File: src/rtl/svd_map.svh
/*
 * Register offsets, field positions, reset values and timing counts for the
 * supply voltage detector control block.
 * Assumes inclusion by bare name; definitions only.
 */
`ifndef SVD_MAP_SVH
`define SVD_MAP_SVH

// ****************************************
// Register byte addresses
// ****************************************
`define SVD_CTRL_ADDR 4'h0
`define SVD_STAT_ADDR 4'h4
`define SVD_MASK_ADDR 4'h8
`define SVD_GIE_ADDR 4'hC

// ****************************************
// Control register fields
// ****************************************
`define SVD_DIR_BIT 7
`define SVD_STABLE_BIT 5
`define SVD_EN_BIT 4
`define SVD_LVL_ALL1 4'hF
`define SVD_CTRL_RESET 8'h05
`define SVD_CTRL_WMASK 8'h9F

// ****************************************
// Settling time
// ****************************************
`define SVD_CLK_MHZ 125
`define SVD_SETTLE_NS 1000
`define SVD_SETTLE_CYC ((`SVD_SETTLE_NS * `SVD_CLK_MHZ + 999) / 1000)

`endif

File: src/rtl/svd_pkg.sv
/*
 * Types for the supply voltage detector control block.
 * Assumes the map header supplies numeric constants.
 */
package svd_pkg;

  // Control register layout
  typedef struct packed {
    logic dir;
    logic rsvd;
    logic stable;
    logic en;
    logic [3:0] level;
  } svd_ctrl_t;

  // Analog side inputs
  typedef struct packed {
    logic trip_below;
    logic trip_above;
    logic ref_ready;
  } svd_ana_t;

  typedef enum logic [1:0] {
    SVD_OFF,
    SVD_SETTLE,
    SVD_ON
  } svd_state_t;

endpackage : svd_pkg

File: src/rtl/svd_ctrl.sv
/*
 * Supply voltage detector control: control register, settling sequence,
 * qualified trip event, sticky flag, mask and interrupt over Wishbone.
 * Assumes analog comparator outputs asynchronous to clk_i, a classic
 * Wishbone master, and a synchronous active-high reset.
 */
`timescale 1ns/100ps
`include "svd_map.svh"

module svd_ctrl
  import svd_pkg::*;
#(
  parameter int unsigned SETTLE_CYC = `SVD_SETTLE_CYC
) (
  input wire logic clk_i,
  input wire logic rst_i,
  input wire logic wb_cyc_i,
  input wire logic wb_stb_i,
  input wire logic wb_we_i,
  input wire logic [3:0] wb_adr_i,
  input wire logic [3:0] wb_sel_i,
  input wire logic [31:0] wb_dat_i,
  output logic [31:0] wb_dat_o,
  output logic wb_ack_o,
  input wire logic sleep_i,
  input wire logic trip_below_i,
  input wire logic trip_above_i,
  input wire logic ref_ready_i,
  output logic detector_power_enable_o,
  output logic [3:0] trip_level_select_o,
  output logic external_trip_input_sel_o,
  output logic wake_o,
  output logic irq_o
);

  // ****************************************
  // Input synchronisers
  // ****************************************
  svd_ana_t ana_meta_r;
  svd_ana_t ana_sync_r;

  // Two flops, first read only by second
  always_ff @(posedge clk_i) begin
    if (rst_i) begin
      ana_meta_r <= '0;
      ana_sync_r <= '0;
    end else begin
      ana_meta_r <= '{trip_below_i, trip_above_i, ref_ready_i};
      ana_sync_r <= ana_meta_r;
    end
  end

  // ****************************************
  // Registers and bus
  // ****************************************
  svd_ctrl_t ctrl_r, ctrl_nxt;
  logic flag_r, flag_nxt;
  logic mask_r, mask_nxt;
  logic gie_r, gie_nxt;
  logic ack_r, ack_nxt;
  logic [31:0] rdat_r, rdat_nxt;
  svd_state_t state_r, state_nxt;
  logic [15:0] cnt_r, cnt_nxt;
  logic stable;
  logic trip;
  logic bus_req;
  logic wr;

  assign bus_req = wb_cyc_i && wb_stb_i && !ack_r;
  assign wr = bus_req && wb_we_i && wb_sel_i[0];
  assign stable = (state_r == SVD_ON);

  // Trip qualified by direction; comparator already sees the chosen tap
  assign trip = ctrl_r.dir ? ana_sync_r.trip_above : ana_sync_r.trip_below;

  // Register next values
  always_comb begin
    ctrl_nxt = ctrl_r;
    mask_nxt = mask_r;
    gie_nxt = gie_r;
    flag_nxt = flag_r;
    ack_nxt = bus_req;
    rdat_nxt = '0;
    if (wr && wb_adr_i == `SVD_CTRL_ADDR) begin
      // Stable and reserved bits not writable
      ctrl_nxt = svd_ctrl_t'(wb_dat_i[7:0] & `SVD_CTRL_WMASK);
    end
    if (wr && wb_adr_i == `SVD_MASK_ADDR) begin
      mask_nxt = wb_dat_i[0];
    end
    if (wr && wb_adr_i == `SVD_GIE_ADDR) begin
      gie_nxt = wb_dat_i[0];
    end
    // Write one to clear
    if (wr && wb_adr_i == `SVD_STAT_ADDR && wb_dat_i[0]) begin
      flag_nxt = 1'b0;
    end
    // Set wins over clear; only when stable; runs in sleep too
    if (ctrl_r.en && stable && trip) begin
      flag_nxt = 1'b1;
    end
    if (bus_req && !wb_we_i) begin
      case (wb_adr_i)
        `SVD_CTRL_ADDR: rdat_nxt = {24'h000000, ctrl_r.dir, 1'b0, stable, ctrl_r.en,
                                    ctrl_r.level};
        `SVD_STAT_ADDR: rdat_nxt = {31'h00000000, flag_r};
        `SVD_MASK_ADDR: rdat_nxt = {31'h00000000, mask_r};
        `SVD_GIE_ADDR: rdat_nxt = {31'h00000000, gie_r};
        default: rdat_nxt = '0;
      endcase
    end
  end

  // Register storage
  always_ff @(posedge clk_i) begin
    if (rst_i) begin
      ctrl_r <= svd_ctrl_t'(`SVD_CTRL_RESET);
      flag_r <= 1'b0;
      mask_r <= 1'b0;
      gie_r <= 1'b0;
      ack_r <= 1'b0;
      rdat_r <= '0;
    end else begin
      ctrl_r <= ctrl_nxt;
      flag_r <= flag_nxt;
      mask_r <= mask_nxt;
      gie_r <= gie_nxt;
      ack_r <= ack_nxt;
      rdat_r <= rdat_nxt;
    end
  end

  // ****************************************
  // Settling sequence
  // ****************************************

  // Settle count then reference ready before stable
  always_comb begin
    state_nxt = state_r;
    cnt_nxt = cnt_r;
    case (state_r)
      SVD_OFF: begin
        cnt_nxt = '0;
        if (ctrl_r.en) begin
          state_nxt = SVD_SETTLE;
        end
      end
      SVD_SETTLE: begin
        if (cnt_r < 16'(SETTLE_CYC)) begin
          cnt_nxt = cnt_r + 16'h0001;
        end else if (ana_sync_r.ref_ready) begin
          state_nxt = SVD_ON;
        end
      end
      SVD_ON: begin
        cnt_nxt = '0;
      end
      default: begin
        state_nxt = SVD_OFF;
      end
    endcase
    if (!ctrl_r.en) begin
      state_nxt = SVD_OFF;
    end
  end

  // Settling state and count storage
  always_ff @(posedge clk_i) begin
    if (rst_i) begin
      state_r <= SVD_OFF;
      cnt_r <= '0;
    end else begin
      state_r <= state_nxt;
      cnt_r <= cnt_nxt;
    end
  end

  // ****************************************
  // Outputs
  // ****************************************
  assign wb_ack_o = ack_r;
  assign wb_dat_o = rdat_r;
  assign detector_power_enable_o = ctrl_r.en;
  assign trip_level_select_o = ctrl_r.level;
  assign external_trip_input_sel_o = (ctrl_r.level == `SVD_LVL_ALL1);
  assign irq_o = flag_r && mask_r && gie_r;
  assign wake_o = flag_r && mask_r && sleep_i;

  // ****************************************
  // Checks: settling, control and inputs
  // ****************************************

  // No stable flag in the first cycles after enable
  a_stable_after_en: assert property (@(posedge clk_i) disable iff (rst_i)
    $rose(ctrl_r.en) |=> !stable [*2])
    else $error("stable flag high too soon after enable");

  // Stable rises only at the end of the count with reference ready
  a_settle_done: assert property (@(posedge clk_i) disable iff (rst_i)
    $rose(stable) |-> $past(cnt_r) == 16'(SETTLE_CYC) && $past(ana_sync_r.ref_ready))
    else $error("stable flag rose before settling ended");

  // Stable stays while the detector stays on
  a_stable_holds: assert property (@(posedge clk_i) disable iff (rst_i)
    (stable && ctrl_r.en) |=> stable)
    else $error("stable flag dropped while enabled");

  // Read-only and reserved bits never stored
  a_ro_bits_zero: assert property (@(posedge clk_i) disable iff (rst_i)
    !ctrl_r.stable && !ctrl_r.rsvd)
    else $error("read-only control bit stored");

  // Disabling drops stable the next cycle
  a_off_drops_stable: assert property (@(posedge clk_i) disable iff (rst_i)
    !ctrl_r.en |=> !stable)
    else $error("stable held while disabled");

  // Control fields change only on a bus write
  a_ctrl_write_only: assert property (@(posedge clk_i) disable iff (rst_i)
    !wr |=> $stable(ctrl_r))
    else $error("control register changed without a write");

  // External input selected exactly at the all-ones code
  a_ext_sel: assert property (@(posedge clk_i) disable iff (rst_i)
    external_trip_input_sel_o == (trip_level_select_o == 4'hF))
    else $error("external input selected at wrong code");

  // Two-cycle latency on reference ready
  a_sync_delay: assert property (@(posedge clk_i) disable iff (rst_i)
    $rose(ref_ready_i) ##1 ref_ready_i |=> ana_sync_r.ref_ready)
    else $error("synchroniser delay wrong");

  // Two-cycle latency on the low comparator
  a_sync_trip: assert property (@(posedge clk_i) disable iff (rst_i)
    $rose(trip_below_i) ##1 trip_below_i |=> ana_sync_r.trip_below)
    else $error("comparator synchroniser delay wrong");

  // Reset leaves the detector off and the flag clear
  a_reset_off: assert property (@(posedge clk_i)
    rst_i |=> !detector_power_enable_o && !flag_r)
    else $error("reset did not turn detector off");

  // ****************************************
  // Checks: event flag and interrupt
  // ****************************************

  // Flag never rises unless stable before
  a_flag_needs_stable: assert property (@(posedge clk_i) disable iff (rst_i)
    $rose(flag_r) |-> $past(stable))
    else $error("event flag set while not stable");

  // No event while the detector is off
  a_off_no_event: assert property (@(posedge clk_i) disable iff (rst_i)
    (!ctrl_r.en && !flag_r) |=> !flag_r)
    else $error("event flag set while disabled");

  // Qualified trip sets the flag next cycle
  a_trip_sets: assert property (@(posedge clk_i) disable iff (rst_i)
    (ctrl_r.en && stable && trip) |=> flag_r)
    else $error("qualified trip did not set flag");

  // Flag sticks until a one is written to it
  a_flag_sticky: assert property (@(posedge clk_i) disable iff (rst_i)
    (flag_r && !(wr && wb_adr_i == `SVD_STAT_ADDR && wb_dat_i[0])) |=> flag_r)
    else $error("event flag lost without clear");

  // Low detect ignores a rise above the trip point
  a_dir_low: assert property (@(posedge clk_i) disable iff (rst_i)
    (!ctrl_r.dir && ana_sync_r.trip_above && !ana_sync_r.trip_below && !flag_r)
    |=> !flag_r)
    else $error("low detect tripped on rise");

  // High detect ignores a drop below the trip point
  a_dir_high: assert property (@(posedge clk_i) disable iff (rst_i)
    (ctrl_r.dir && ana_sync_r.trip_below && !ana_sync_r.trip_above && !flag_r)
    |=> !flag_r)
    else $error("high detect tripped on drop");

  // Detection goes on during sleep
  a_sleep_detect: assert property (@(posedge clk_i) disable iff (rst_i)
    (sleep_i && ctrl_r.en && stable && trip) |=> flag_r)
    else $error("trip in sleep did not set flag");

  // Interrupt only from flag and both enables
  a_irq_gate: assert property (@(posedge clk_i) disable iff (rst_i)
    irq_o == (flag_r && mask_r && gie_r))
    else $error("interrupt not gated by flag and enables");

  // Enabled trip raises the interrupt next cycle
  a_irq_follows: assert property (@(posedge clk_i) disable iff (rst_i)
    (!wr && ctrl_r.en && stable && trip && mask_r && gie_r) |=> irq_o)
    else $error("enabled trip did not raise interrupt");

endmodule : svd_ctrl

File: config.mk
export PLATFORM = sky130hd
export DESIGN_NAME = svd_ctrl
export DESIGN_NICKNAME = d
export VERILOG_FILES = /design/src/rtl/svd_pkg.sv /design/src/rtl/svd_ctrl.sv
export VERILOG_INCLUDE_DIRS = /design/src /design/src/rtl
export SDC_FILE = /design/constraint.sdc
export NUM_CORES = 1
export LEC_CHECK = 0
export BUFFER_PORTS_ARGS = -buffer_cell sky130_fd_sc_hd__buf_2
export CAP_MARGIN = 30
export CORE_ASPECT_RATIO = 1.4
export CORE_UTILIZATION = 45
export CTS_BUF_LIST = sky130_fd_sc_hd__clkbuf_4 sky130_fd_sc_hd__clkbuf_8
export DETAILED_ROUTE_END_ITERATION = 8
export PLACE_DENSITY = 0.85
export SYNTH_ARGS = -nofsm -noshare
export SYNTH_HDL_FRONTEND = slang
export SYNTH_SLANG_ARGS = --single-unit
File: constraint.sdc
create_clock -name clk_i -period 1.7 [get_ports clk_i]
set_input_delay 0.17 -clock clk_i [delete_from_list [all_inputs] [get_ports clk_i]]
set_output_delay 0.17 -clock clk_i [all_outputs]
set_load 0.01 [all_outputs]
### After elaboration in Yosys (flattened, before gate mapping)

Index checks and enable logic that the tools add are counted.
Widths: inputs -> output; s select.

* input port bits: 49
* word-level logic and storage cells: 65
* output and inout port bits: 41
* register bits after elaboration: 66

* $add $sub $neg: 1
* $lt $le $gt $ge: 1
* equality and inequality tests: 9
* reduce and logical (&&, ||, !) cells: 26
* muxes and demuxes: 9
* bitwise gates (word level): 3

Operators by type and width (count)
* $pmux 16 s2: 1
* $pmux 8 s4: 1
* $add 16x1->16 const B: 1
* $lt 16x7->1 const B: 1
* $mux 16: 1
* $logic_and 1x1->1: 15
* $eq 4x4->1 const B: 3
* $ne 2x2->1 const B: 3
* $pmux 2 s3: 1
* $reduce_or 2->1: 3
* $eq 4x3->1 const B: 1
* $logic_not 4->1: 1
* $mux 2: 2
* $reduce_bool 2->1: 2
* $mux 1: 3
* $not 1->1: 3
* $reduce_and 3->1: 1
* $eq 2x1->1 const B: 1
* $eq 2x2->1 const B: 1
* $logic_not 1->1: 2
* $logic_not 2->1: 1
* $reduce_and 2->1: 1

### Longest topological paths before layout

* depth in word-level cells: 8
* gate-level depth with buffers: 6
* mapped depth without buffers: 6

### Worst setup path before layout

OpenSTA, ideal clock, no wires.

* kind: reg-to-reg
* from: register cnt_r[0]
* to: register state_r[0]
* arrival: 1.434 ns
* setup time: 0.115 ns
* period minus slack after synthesis: 1.549 ns
* cell stages (with the launch flop): 7
* setup slack: 0.151 ns
* buffers on the path: 0
* required time: 1.585 ns
* path through: dfxtp_1 -> inv_1 -> ha_1 -> or2b_1 -> nor2_1 -> nor2_1 -> o21a_1

* word-level cells in the longest chain between the ends: 3

Ends and longest elaborated chain
* from (decl): RTL line svd_ctrl.sv:63 `logic [15:0] cnt_r, cnt_nxt;`
* from (signal assigned): RTL line svd_ctrl.sv:174 `cnt_r <= cnt_nxt;`
* $lt 16x7->1: RTL line svd_ctrl.sv:149 `if (cnt_r < 16'(SETTLE_CYC)) begin`
* $ne 2x2->1 (no line)
* $reduce_and 3->1 (no line)
* to (signal assigned): RTL line svd_ctrl.sv:173 `state_r <= state_nxt;`
* to (decl): RTL line svd_ctrl.sv:62 `svd_state_t state_r, state_nxt;`

Every way passes these cells.
A chain may end at the register's enable or synchronous reset.

### Worst setup path in the final report

* from: register cnt_r[12]
* to: register cnt_r[4]

* word-level cells in the longest chain between the ends: 3

Ends and longest elaborated chain (RTL line)
* $lt 16x7->1: svd_ctrl.sv:149
* $ne 2x2->1 (no line)
* $reduce_and 2->1 (no line)

Every way passes these cells.

==> qor.yml <==
outcome: "completed"
start_util_pct: 46.8
place.gp.congestion: 0.821
grt_pass1_wl_um: 4890
setup_violations: 0
async_flop_share_pct: 0
power.switching_uw: 387
row_count: 27
dieWidth_um: 55.7
antenna_found_initial: 0
syn-cell-area_um2: 1820
place_area_um2: 1920
ys_types: 40
r2r_start: "cnt_r[12]"
fin_crit_ps: 1650
dieArea_um2: 4300
pwr-share-clk_pct: 36.8
yosys_warnings: 0
vdd_drop_max_mv: 0.668
htree_levels: 2
diodes: 0
die_y_um: 77.2
drive_gt1_share_pct: 28.4
cts_tree: "yes"
layout_commonest_cell: "dfxtp_1"
min-delay-start: "wb_dat_i[2]"
critPathKind: "flop to flop"
ioPinCount: 90
finalSetupTns_ps: 0
pwr-share-comb_pct: 5.0
grt_max_degree: 23
ys_dominant_reg_cell: "dfxtp_1"
total_power_uw: 1670
path_clk_slew_ps: 80
drc_errors: 0
most-common-layout-cells: "40 x dfxtp_1, 36 x buf_2, 25 x conb_1, 13 x nor2_1, 13 x and2_1"
clock-sinks: 41
fin_area_um2: 2050
max_freq_mhz: 607
io_buffers: 35
via_count: 1354
clockBufferDepth: 2
clock_latency_ps: 300
period_share_pct: 97.0
cp-startpoint: "cnt_r[12]"
slowest_stage: "or4_1"
power_frac_seq_pct: 58.2
wirelength_um: 3090
final_cell_count_no_fill: 268
slowest_delay_ps: 500
cap_violations: 0
worstPathCellList: "nor4_4 > nand4_1 > buf_6 > or4_1 > a21oi_1"
rsz0062_at_grt: "true"
nets: 275
crit_arrival_ps: 1880
power.density_nw_per_um2: 812
required_ps: 1930
cts_buffers: 5
power.internal_uw: 1280
syn_avg_cell_area_um2: 9.82
wl_per_cell_um: 11.5
cp_max_fo: 6
netSwitchingFraction_pct: 23.2
slew_viol_final: 0
rrSetupSlack_ps: 50
cts_hold_buf: 0
core_area_um2: 3880
area_growth_pct: 12.9
grt_pass1_vias: 1161
track_usage_pct: 14.6
ys_ff_latch: 41
detail-route-antenna-nets: 0
hold_viol_final: 0
firstDrtPassIters: 4
hp-class: "primary input to flop"
fin_skew_ps: 7.74
start_kind: "flop"
yosysSeqAreaShare_pct: 45.2
dpl.hpwl_um: 2160
place_inst: 258
critPathCaptureType: "flop"
synth_edf_count: 0
synthCells: 185
clockRootBuffer: "clkbuf_8"
final_core_util_pct: 52.8
grt.overflow.total: 0
leakage_uw: 0.000866
drtIter0Drc: 30
via_per_inst: 5.05
[repair_timing]
action                                  in CTS  in global routing
gates resized for setup                      0                  6
buffers inserted                             0                  1
endpoints found under the setup margin       0                  3
[through the flow]
| stage | worst slack (ps) | hold WS, ps |
|---|---|---|
| floorplan | 151 | 288 |
| global placement | 90.7 | 372 |
| detailed placement | 51.1 | 379 |
| CTS | 41.0 | 64.6 |
| global route | -37.1 | 70.1 |
| finish | 51.3 | 74.7 |
[worst max-delay path: cells and delay by family (launching register included)]
kind | cells | cell delay [ps]
and+or+nand+nor | 3 | 950
DFF | 1 | 340
buffers and inverters | 1 | 170
AOI/OAI and AO/OA | 1 | 120
[synth_stat cells, drive strengths merged (3+ instances only)]
cell,n,area [um^2]
nor4,5,43.8
and2,15,96.3
o31ai,6,45.0
nand4,3,18.8
dfxtp,41,821
nand3,5,25.0
a21oi,7,35.0
mux2i,6,60.1
nand2,5,18.8
nor2,13,48.8
buf,31,234
or4,6,48.8
inv,4,15.0
nor2b,11,68.8
[power groups by stage]
stage | clock, uW | sequential, uW | combinational (uW)
global route | 662 | 970 | 92.9
floorplan | 0 | 993 | 93.1
finish | 612 | 970 | 83.6
detailed placement | 0 | 993 | 82.3
global placement | 0 | 992 | 81.6
CTS | 631 | 970 | 83.2
[flip-flops by register name, indices dropped and copies added (netlist names)]
register / count
cnt_r: 16
wb_dat_o: 7
trip_level_select_o: 4
ana_meta_r: 3
ana_sync_r: 3
state_r: 2
ctrl_r: 1
detector_power_enable_o: 1
flag_r: 1
gie_r: 1
mask_r: 1
wb_ack_o: 1
[final cells by class]
class	instances	area [um^2]
multi-input combinational	131	853
fill	351	1830
tap	43	53.8
sequential	41	822
timing repair buffer	41	221
clock inverter	3	17.5
inverter	4	15.0
clock buffer	5	68.8
[cell families after synthesis]
logic type | count (synthesis) | synth area share [%]
AO/OA/AOI/OAI | 19 | 7.23
AND/OR/NAND/NOR | 77 | 26.7
flip-flops | 41 | 45.2
adder cells (fa/ha/maj) | 2 | 1.38
buffers and inverters | 37 | 14.1
multiplexers | 8 | 5.17
other | 1 | 0.206
[final timing paths]
check                            to  cells past startpoint
max                        cnt_r[4]                      5
min          trip_level_select_o[2]                      2
max reg2reg                cnt_r[4]                      5
min reg2reg           ana_sync_r[2]                      1
[routing by layer]
metal / GRT usage, % / routed length, um / vias up / part of all wire [%]
met4: 9.75 / 72 / 0 / 2.3
met2: 24.0 / 1590 / 41 / 52
met1: 15.8 / 1270 / 634 / 41
met3: 4.55 / 149 / 4 / 4.8
li1: - / - / 675 / -
met5: 0 / 0 / - / 0
(Power assumes the default switching activity.)
